**config.mk**
```make
export PLATFORM = sky130hd
export DESIGN_NAME = dpfs_supervisor
export DESIGN_NICKNAME = d
export VERILOG_FILES = /design/src/dpfs_pkg.sv /design/src/dpfs_timer.sv /design/src/dpfs_apb.sv /design/src/dpfs_supervisor.sv
export SDC_FILE = /design/constraint.sdc
export NUM_CORES = 1
export LEC_CHECK = 0
export BUFFER_PORTS_ARGS = -buffer_cell sky130_fd_sc_hd__buf_2
export CORE_MARGIN = 5
export CORE_UTILIZATION = 30
export CTS_CLUSTER_SIZE = 24
export DETAILED_ROUTE_END_ITERATION = 6
export PLACE_DENSITY = 0.51
export SLEW_MARGIN = 30
export SYNTH_ARGS = -nofsm -noshare
export SYNTH_HDL_FRONTEND = slang
export SYNTH_SLANG_ARGS = --single-unit
```
**constraint.sdc**
```tcl
create_clock -name clk -period 2.4 [get_ports clk]
set_clock_uncertainty 0.15 [all_clocks]
set_input_delay 0.24 -clock clk [delete_from_list [all_inputs] [get_ports clk]]
set_output_delay 0.24 -clock clk [all_outputs]
set_load 0.01 [all_outputs]
```
**src/dpfs_pkg.sv**
```systemverilog
package dpfs_pkg;
   // Register byte offsets.
   localparam logic [11:0] OFS_SELECT = 12'h000;
   localparam logic [11:0] OFS_STATUS = 12'h004;
   localparam logic [11:0] OFS_ERRCNT = 12'h008;
   localparam logic [11:0] OFS_HISTORY = 12'h00C;
   localparam logic [11:0] OFS_SAVED = 12'h010;
   // Field positions of the selection register.
   localparam int SEL_OUTLOSS_BIT = 0;
   localparam int SEL_INLOSS_BIT = 1;
   localparam int SEL_EARTH_BIT = 2;
   localparam int SEL_USERGRP_BIT = 3;
   // Reset values of the selections.
   localparam logic RST_OUTLOSS = 1'b1;
   localparam logic RST_INLOSS = 1'b1;
   localparam logic RST_EARTH = 1'b0;
   localparam logic RST_USERGRP = 1'b0;
   // Fault codes.
   localparam logic [3:0] FC_NONE = 4'h0;
   localparam logic [3:0] FC_OUTPUT_PHASE_LOSS = 4'h1;
   localparam logic [3:0] FC_INPUT_PHASE_LOSS = 4'h2;
   localparam logic [3:0] FC_EARTH_FAULT_OC = 4'h3;
   localparam logic [3:0] FC_LINK_LINE_ERROR = 4'h4;
   localparam logic [3:0] FC_LINK_CIRCUIT = 4'h5;
   // Timing, clock at 200 MHz.
   localparam longint CLK_HZ = 200000000;
   localparam longint INLOSS_TIME_MS = 1000;
   localparam longint EARTH_TIME_MS = 20;
   localparam longint SAVE_TIME_S = 3600;
   localparam longint INLOSS_CYCLES = INLOSS_TIME_MS * CLK_HZ / 1000;
   localparam longint EARTH_CYCLES = EARTH_TIME_MS * CLK_HZ / 1000;
   localparam longint SAVE_CYCLES = SAVE_TIME_S * CLK_HZ;
   // Output frequency threshold for the output loss check, in 0.01 Hz.
   localparam logic [15:0] OUTLOSS_MIN_FREQ = 16'h0064;

   typedef enum logic [2:0] {
      ST_IDLE = 3'b000,
      ST_EARTH = 3'b001,
      ST_RUN = 3'b010,
      ST_DECEL = 3'b011,
      ST_TRIP = 3'b100
   } dpfs_state_e;
endpackage

```
**src/dpfs_timer.sv**
```systemverilog
`timescale 1ns/1ps
module dpfs_timer import dpfs_pkg::*; #(
   parameter int WIDTH = 40
) (
   // Clock and reset.
   input wire logic clk,
   input wire logic reset,
   // Count control.
   input wire logic run,
   input wire logic [WIDTH-1:0] limit,
   // Terminal count reached while run stays high.
   output logic done
);
   logic [WIDTH-1:0] count_ff;

   always_ff @(posedge clk) begin
      if (reset || !run) begin
         count_ff <= '0;
      end else if (count_ff != limit) begin
         count_ff <= count_ff + 1'b1;
      end
   end

   assign done = run && (count_ff == limit);
endmodule

```
**src/dpfs_apb.sv**
```systemverilog
`timescale 1ns/1ps
module dpfs_apb import dpfs_pkg::*; (
   // APB slave side.
   input wire logic psel,
   input wire logic penable,
   input wire logic pwrite,
   input wire logic [11:0] paddr,
   input wire logic [31:0] pwdata,
   // Decoded write strobes and address check.
   output logic wrSelect,
   output logic wrErrCnt,
   output logic addrValid
);
   logic access;

   assign access = psel && penable;
   assign addrValid = (paddr == OFS_SELECT) || (paddr == OFS_STATUS) ||
      (paddr == OFS_ERRCNT) || (paddr == OFS_HISTORY) || (paddr == OFS_SAVED);
   assign wrSelect = access && pwrite && (paddr == OFS_SELECT);
   // Only a write of zero clears the counter; other values are ignored.
   assign wrErrCnt = access && pwrite && (paddr == OFS_ERRCNT) && (pwdata == 32'h0000_0000);
endmodule

```
**src/dpfs_supervisor.sv**
```systemverilog
`timescale 1ns/1ps
// What this block does
// RL1 - Output phase loss select, default enabled.
// RL2 - Output loss trips when running above 1Hz, no braking.
// RL3 - Input loss trips after one continuous second.
// RL4 - Input phase loss select, default enabled.
// RL5 - No input loss check while regenerating.
// RL6 - Earth check only right after start.
// RL7 - Earth check select, default disabled.
// RL8 - Enabled earth check holds output 20ms.
// RL9 - Earth fault found trips with earth code.
// RL10 - Line error increments cumulative counter by one.
// RL11 - Writing zero clears the error counter.
// RL12 - Counter copied to nonvolatile store hourly.
// RL13 - Error counter always readable, ignores group setting.
// RL14 - Link faults in run decelerate, then code and output; at idle they trip at once.
// RL15 - Link stop uses normal deceleration time.
// RL16 - Fault shown on pin and status bit.
// RL17 - History appended when fault output asserts.
// RL18 - Link fault stays latched until reset.
module dpfs_supervisor import dpfs_pkg::*; #(
   parameter longint INLOSS_LIMIT = INLOSS_CYCLES,
   parameter longint EARTH_LIMIT = EARTH_CYCLES,
   parameter longint SAVE_LIMIT = SAVE_CYCLES,
   parameter int CNT_WIDTH = 16
) (
   // Clock and reset.
   input wire logic clk,
   input wire logic reset,
   // APB register bus.
   input wire logic psel,
   input wire logic penable,
   input wire logic pwrite,
   input wire logic [11:0] paddr,
   input wire logic [31:0] pwdata,
   output logic [31:0] prdata,
   output logic pready,
   output logic pslverr,
   // Run control and power stage sensing.
   input wire logic startCmd,
   input wire logic dcBraking,
   input wire logic regenerating,
   input wire logic [15:0] outFreq,
   input wire logic outPhaseLost,
   input wire logic inPhaseLost,
   input wire logic earthFaultSense,
   input wire logic decelDone,
   // Remote link status.
   input wire logic linkLineError,
   input wire logic linkCircuitFault,
   // Nonvolatile store, value loaded after power-on.
   input wire logic [CNT_WIDTH-1:0] nvSavedCount,
   output logic nvWrite,
   output logic [CNT_WIDTH-1:0] nvWriteData,
   // Drive outputs.
   output logic outputEnable,
   output logic decelRequest,
   output logic fault_output_signal,
   output logic [3:0] faultCode,
   output logic historyWrite
);
   dpfs_state_e state_ff;
   dpfs_state_e nxt_state;
   logic outLossSel_ff, inLossSel_ff, earthSel_ff, userGrp_ff;
   logic [CNT_WIDTH-1:0] errCnt_ff;
   logic loaded_ff;
   logic lineErrD_ff;
   logic [3:0] pendCode_ff;
   logic [3:0] lastCode_ff;
   logic wrSelect, wrErrCnt, addrValid;
   logic inLossDone, earthDone, saveDone, saveDone_ff;
   logic lineErrEdge, linkFault;
   logic outLossTrip, inLossTrip;
   logic [3:0] nxt_code;

   dpfs_apb u_apb (
      .psel(psel),
      .penable(penable),
      .pwrite(pwrite),
      .paddr(paddr),
      .pwdata(pwdata),
      .wrSelect(wrSelect),
      .wrErrCnt(wrErrCnt),
      .addrValid(addrValid)
   );

   // Regeneration breaks the continuous-loss window as well as gating it.
   dpfs_timer #(.WIDTH(40)) u_inloss (
      .clk(clk),
      .reset(reset),
      .run(inLossSel_ff && inPhaseLost && !regenerating && state_ff == ST_RUN), // [RL3] [RL5]
      .limit(40'(INLOSS_LIMIT)),
      .done(inLossDone)
   );

   dpfs_timer #(.WIDTH(40)) u_earth (
      .clk(clk),
      .reset(reset),
      .run(state_ff == ST_EARTH), // [RL8]
      .limit(40'(EARTH_LIMIT)),
      .done(earthDone)
   );

   dpfs_timer #(.WIDTH(40)) u_save (
      .clk(clk),
      .reset(reset),
      .run(!saveDone_ff), // [RL12]
      .limit(40'(SAVE_LIMIT)),
      .done(saveDone)
   );
   always_ff @(posedge clk) begin
      saveDone_ff <= reset ? 1'b0 : saveDone;
   end

   assign lineErrEdge = linkLineError && !lineErrD_ff;
   assign linkFault = linkLineError || linkCircuitFault;
   assign outLossTrip = outLossSel_ff && outPhaseLost && !dcBraking &&
      (outFreq > OUTLOSS_MIN_FREQ); // [RL1] [RL2]
   assign inLossTrip = inLossDone; // [RL3]

   // Selection register.
   always_ff @(posedge clk) begin
      if (reset) begin
         outLossSel_ff <= RST_OUTLOSS; // [RL1]
         inLossSel_ff <= RST_INLOSS; // [RL4]
         earthSel_ff <= RST_EARTH; // [RL7]
         userGrp_ff <= RST_USERGRP;
      end else if (wrSelect) begin
         outLossSel_ff <= pwdata[SEL_OUTLOSS_BIT];
         inLossSel_ff <= pwdata[SEL_INLOSS_BIT];
         earthSel_ff <= pwdata[SEL_EARTH_BIT];
         userGrp_ff <= pwdata[SEL_USERGRP_BIT];
      end
   end

   // Error counter; a new error with a same-cycle clear leaves the count at one.
   always_ff @(posedge clk) begin
      lineErrD_ff <= reset ? 1'b0 : linkLineError;
      if (reset) begin
         errCnt_ff <= '0;
         loaded_ff <= 1'b0;
      end else if (!loaded_ff) begin
         errCnt_ff <= nvSavedCount; // [RL12]
         loaded_ff <= 1'b1;
      end else if (lineErrEdge) begin
         errCnt_ff <= wrErrCnt ? CNT_WIDTH'(1) : errCnt_ff + 1'b1; // [RL10]
      end else if (wrErrCnt) begin
         errCnt_ff <= '0; // [RL11]
      end
   end

   // Hourly save to the nonvolatile store.
   always_ff @(posedge clk) begin
      if (reset) begin
         nvWrite <= 1'b0;
         nvWriteData <= '0;
      end else begin
         nvWrite <= saveDone; // [RL12]
         if (saveDone) begin
            nvWriteData <= errCnt_ff;
         end
      end
   end

   // Sequencer.
   always_comb begin
      nxt_state = state_ff;
      nxt_code = pendCode_ff;
      case (state_ff)
         ST_IDLE: begin
            if (linkFault) begin
               nxt_state = ST_TRIP;
               nxt_code = linkLineError ? FC_LINK_LINE_ERROR : FC_LINK_CIRCUIT;
            end else if (startCmd) begin
               nxt_state = earthSel_ff ? ST_EARTH : ST_RUN; // [RL6] [RL8]
            end
         end
         ST_EARTH: begin
            if (earthSel_ff && earthFaultSense) begin
               nxt_state = ST_TRIP;
               nxt_code = FC_EARTH_FAULT_OC; // [RL9]
            end else if (earthDone) begin
               nxt_state = ST_RUN;
            end
         end
         ST_RUN: begin
            if (linkFault) begin
               nxt_state = ST_DECEL; // [RL14] [RL15]
               nxt_code = linkLineError ? FC_LINK_LINE_ERROR : FC_LINK_CIRCUIT;
            end else if (outLossTrip) begin
               nxt_state = ST_TRIP;
               nxt_code = FC_OUTPUT_PHASE_LOSS; // [RL2]
            end else if (inLossTrip) begin
               nxt_state = ST_TRIP;
               nxt_code = FC_INPUT_PHASE_LOSS; // [RL3]
            end else if (!startCmd) begin
               nxt_state = ST_IDLE;
            end
         end
         ST_DECEL: begin
            if (decelDone) begin
               nxt_state = ST_TRIP; // [RL14]
            end
         end
         ST_TRIP: nxt_state = ST_TRIP; // [RL18]
         default: nxt_state = ST_IDLE;
      endcase
   end

   always_ff @(posedge clk) begin
      if (reset) begin
         state_ff <= ST_IDLE;
         pendCode_ff <= FC_NONE;
      end else begin
         state_ff <= nxt_state;
         pendCode_ff <= nxt_code;
      end
   end

   // Drive outputs, all registered.
   always_ff @(posedge clk) begin
      if (reset) begin
         outputEnable <= 1'b0;
         decelRequest <= 1'b0;
         fault_output_signal <= 1'b0;
         faultCode <= FC_NONE;
         historyWrite <= 1'b0;
         lastCode_ff <= FC_NONE;
      end else begin
         outputEnable <= (nxt_state == ST_RUN) || (nxt_state == ST_DECEL); // [RL8]
         decelRequest <= (nxt_state == ST_DECEL); // [RL15]
         fault_output_signal <= (nxt_state == ST_TRIP); // [RL14] [RL16]
         faultCode <= (nxt_state == ST_TRIP) ? nxt_code : FC_NONE; // [RL14] [RL18]
         historyWrite <= (nxt_state == ST_TRIP) && (state_ff != ST_TRIP); // [RL17]
         if (nxt_state == ST_TRIP && state_ff != ST_TRIP) begin
            lastCode_ff <= nxt_code;
         end
      end
   end

   // Answer registered from the setup cycle, so the access cycle needs no wait state.
   always_ff @(posedge clk) begin
      if (reset) begin
         pready <= 1'b0;
         pslverr <= 1'b0;
      end else begin
         pready <= psel && !penable;
         pslverr <= psel && !penable && !addrValid;
      end
   end

   always_ff @(posedge clk) begin
      if (reset) begin
         prdata <= 32'h0000_0000;
      end else if (psel && !penable && !pwrite) begin
         case (paddr)
            OFS_SELECT: prdata <= {28'h0, userGrp_ff, earthSel_ff, inLossSel_ff, outLossSel_ff};
            OFS_STATUS: prdata <= {24'h0, faultCode, 1'b0, state_ff[1:0] == 2'b00 ? 1'b0 : 1'b1,
               outputEnable, fault_output_signal}; // [RL16]
            OFS_ERRCNT: prdata <= 32'(errCnt_ff); // [RL13]
            OFS_HISTORY: prdata <= {28'h0, lastCode_ff};
            OFS_SAVED: prdata <= 32'(nvWriteData);
            default: prdata <= 32'h0000_0000;
         endcase
      end
   end

   // Assertions.
   trip_latched_a: assert property (@(posedge clk) disable iff (reset)
      fault_output_signal |=> fault_output_signal) // [RL18]
      else $error("Fault output dropped without reset.");
   earth_hold_a: assert property (@(posedge clk) disable iff (reset)
      ($rose(state_ff == ST_EARTH)) |-> !outputEnable [*8]) // [RL8]
      else $error("Output released early during earth check.");
   count_inc_a: assert property (@(posedge clk) disable iff (reset)
      (loaded_ff && lineErrEdge && !wrErrCnt) |=> errCnt_ff == $past(errCnt_ff) + 1'b1) // [RL10]
      else $error("Error counter did not step by one.");
   count_clr_a: assert property (@(posedge clk) disable iff (reset)
      (loaded_ff && wrErrCnt && !lineErrEdge) |=> errCnt_ff == '0) // [RL11]
      else $error("Error counter not cleared.");
   decel_first_a: assert property (@(posedge clk) disable iff (reset)
      (state_ff == ST_RUN && linkFault) |=> decelRequest && !fault_output_signal) // [RL14]
      else $error("Link fault did not decelerate first.");
   history_a: assert property (@(posedge clk) disable iff (reset)
      $rose(fault_output_signal) |-> historyWrite) // [RL17]
      else $error("History not written with fault output.");
   out_loss_a: assert property (@(posedge clk) disable iff (reset)
      (state_ff == ST_RUN && !linkFault && outLossTrip) |=>
      faultCode == FC_OUTPUT_PHASE_LOSS) // [RL2]
      else $error("Output phase loss did not trip.");
   regen_a: assert property (@(posedge clk) disable iff (reset)
      regenerating |=> !inLossDone) // [RL5]
      else $error("Input loss evaluated while regenerating.");
endmodule

```
==> summary by stage <==
Timing
For this run, the top clock speed supported by timing is 0.3964 GHz. Across all hold checks on the routed design, the worst slack comes to 0.02878 ns. The post-layout worst setup margin is -0.1224 ns. The setup TNS after final layout is -0.5018 ns. The final number of max-transition violations is 0. Dividing the final minimum period by the clock period gives 105.1%. The remaining max-slew budget at the tightest pin is 46.06%. For the pin with the worst max-slew slack, the measured transition is 0.8090 ns. The final count of hold timing violations is 0. After layout, the minimum clock period comes to 2.522 ns.

Setup violations remaining at the end of the flow were counted as 5. Setup repair after global routing could not meet its margin everywhere.

Synthesis
The proportion of synthesized flip-flops having asynchronous set or reset is 0%. The flip-flop cell with the highest count after synthesis is dfxtp_1. The number of storage elements in the synthesis netlist is 196. Yosys instantiated no cell more often than dfxtp_1. In the synthesized netlist, the cells that appear most often are dfxtp_1 (196), nor2_1 (191), nand2_1 (64). Ranked by total cell area, the synthesized netlist is headed by dfxtp_1 (43%), nor2_1 (7.8%), xor2_1 (5.4%). The top cell type by area accounts for 42.53% of the synthesized area. The number of different library cells in the post-synthesis netlist is 64. The synthesized netlist occupies a cell area of 9225 sq um. The post-synthesis instance total is 1,099.

For this run, the register share of the synthesized area comes to 42.53%. In this run the mean area of a mapped cell was 8.394 sq um. The number of synthesized flops with an enable pin is 0. The synthesized design spends more area on one cell type than any other, namely dfxtp_1. During synthesis, Yosys emitted a total of 0 warnings.

Clock tree
Clock tree synthesis selected as its root buffer the cell clkbuf_16. The number of buffers inserted during clock tree synthesis is 17. The clock transition at the registers of the reported paths is 0.08 ns. Clock tree synthesis found a total of 196 sinks.

The level count of the clock H-tree is 4. The CTS tree is yes. The number of buffers between clock root and the deepest sink is 2. The clock latency reported for the late side of the worst-skew pair is 0.43 ns.

Die
In this run the horizontal extent of the chip is 185.4 um. The boundary pin count is 149. The die covers 34,360 sq um. The number of cell rows is 64.

The initial utilization of the core area, before any placement, comes to 30.24%. In this run the vertical extent of the chip is 185.4 um. The region available for standard cell placement spans 30,510 sq um.

Pwr
Across the VDD grid, the largest voltage drop is 0.3438 mV. The static power due to leakage is 4.193 nW. The ratio of total power to cell area is 597.0 nW/um^2.

Cells and area
Compared with the post-synthesis result, the final layout area differs by 26.91%. In the final design database the tool counted 1,398 nets. The number of antenna diodes in the final layout is 0. Cells with a size suffix above 1 make up 20.55% of the layout.

Worst setup path
The worst setup path is captured at a flop. The startpoint identified for the worst register-to-register timing path is state_ff[0]. The number of cell instances on the worst register-to-register path is 6. Along the worst path, the maximum fanout reaches 4. The type of the setup path with the least slack is reg2reg.

The source of the critical timing path is state_ff[0]. The type of element launching the critical path is a flop. STA puts the critical path data required time at 2.60 ns. Data on the critical path arrives at its endpoint at 2.72 ns.

Global route
The maximum number of pins on one net before global-route repair is 54. The overall global routing resource usage is 14.05%. The first-pass GRT wire length is 39.51 mm.

The number of global-route vias before repair is 7,890. After global routing the overflow that remains totals 0. The initial antenna violation count came to 0.

Placed design
The post-detailed-placement half-perimeter wirelength is 17.82 mm. Port buffering added 132 buffers. Routability-driven placement finished with a final weighted congestion of 0.7944.

Detailed routing
The sum of routed wire length over all layers is 24.04 mm. The number of detailed-routing iterations run before antenna repair is 4. The per-cell via count in the routed design is 4.818. After detailed routing, the number of remaining DRC violations is 0. The wire length per cell is 14.06 um. The number of nets with antenna violations after routing is 0. The DRC violation total after the first TritonRoute iteration is 464.

Detailed routing inserted a total of 8,238 vias.

Status
The final reports fail on setup timing. The flow ran to the end, but the final reports show violations.

Hold path
The source of the worst hold timing path is nvSavedCount[6]. The path class of the tightest hold or removal check is in2reg. The worst hold path passes through 4 cells.

Job
Max-cap violations in this run came to 0.
==> worst max-delay path, cell delays in order (launching register included) <==
cell,delay (ns)
dfxtp_2,0.32
or3b_4,0.39
or4_4,0.49
or4b_4,0.52
o211a_4,0.26
buf_6,0.13
o31ai_1,0.18
==> layout by cell type, fill, tap and decap left out, types with 8 or more instances in the layout <==
| cell type | synthesis | layout |
|---|---|---|
| inv_1 | 28 | 28 |
| nand4_1 | 37 | 37 |
| nor3_1 | 33 | 31 |
| o21ai_0 | 25 | 24 |
| or3_1 | 25 | 25 |
| and3_1 | 16 | 16 |
| nor2b_1 | 14 | 14 |
| xnor2_1 | 54 | 54 |
| a211oi_1 | 16 | 15 |
| nand3_1 | 56 | 55 |
| nand2b_1 | 8 | 8 |
| nor2_1 | 191 | 189 |
| buf_4 | 16 | 72 |
| mux2i_1 | 25 | 25 |
| buf_2 | 1 | 132 |
| a22oi_1 | 12 | 12 |
| dlygate4sd3_1 | 0 | 22 |
| clkbuf_16 | 0 | 17 |
| nor4_1 | 27 | 25 |
| nand2_1 | 64 | 64 |
| dfxtp_1 | 196 | 193 |
| conb_1 | 1 | 16 |
| a21oi_1 | 52 | 52 |
| and4_1 | 17 | 17 |
| xor2_1 | 57 | 57 |
==> routing by layer <==
metal	GRT usage (%)	part of all wire, %	vias up	routed length [um]
met2	23.09	47	162	11410
met5	0	0	-	0
met3	2.867	3.8	19	905
met4	4.140	1.4	0	343
met1	18.68	47	3816	11380
li1	-	-	4241	-
==> power by group <==
part	switching, mW	internal, mW	total (mW)
Combinational	0.234	0.206	0.440
Sequential	0.0496	3.30	3.35
Clock	1.35	1.85	3.20
Total	1.63	5.36	6.99
==> worst paths after layout <==
kind / to / slack (ns)
worst max-delay path: lastCode_ff[0] / -0.12
worst min-delay path: errCnt_ff[6] / 0.03
worst max register to register: lastCode_ff[0] / -0.12
worst min register to register: lastCode_ff[2] / 0.32
==> through the flow <==
stage / std cells / utilization [%] / area, sq um / total power, mW / worst slack (ns)
detailed placement: 1654 / 35.17 / 10730 / 3.826 / -0.1807
floorplan: 1114 / - / 9299 / 3.657 / -0.1353
global route: 1710 / 38.37 / 11710 / 7.274 / -0.2016
global placement: 1654 / 35.17 / 10730 / 3.824 / -0.1673
finish: 1710 / 38.37 / 11710 / 6.990 / -0.1224
CTS: 1709 / 38.20 / 11650 / 7.082 / -0.1749
==> cell type report <==
type / instances / area [sq um]
Clock inverter: 13 / 212.7
Fill cell: 3099 / 18800
Clock buffer: 19 / 452.9
Tap cell: 396 / 495.5
Timing Repair Buffer: 228 / 1453
Multi-Input combinational cell: 830 / 5061
Inverter: 28 / 105.1
Sequential cell: 196 / 3928
==> cells by family after synthesis <==
logic type	after synthesis	share of synthesized area, %
flip-flops	196	42.53
AND/OR/NAND/NOR	534	29.47
other	1	0.04065
buffers and inverters	88	4.245
adder cells (fa/ha/maj)	7	0.9494
multiplexers	26	2.835
XOR/XNOR	111	10.54
AO/OA/AOI/OAI	136	9.386
==> flip-flops by register name, indices dropped and copies added (netlist names), 3 cells and up <==
register / cells
errCnt_ff: 16
faultCode: 4
lastCode_ff: 4
nvWriteData: 16
pendCode_ff: 4
prdata: 16
state_ff: 3
u_earth.count_ff: 40
u_inloss.count_ff: 40
u_save.count_ff: 40
==> what timing repair did <==
action	4_1_cts	5_1_grt
setup buffers	1	1
setup endpoints to repair	16	17
resized for setup	8	9
endpoints found under the hold margin	27	0
pin swaps	9	10
hold buffers	22	0
(Power assumes the default switching activity.)
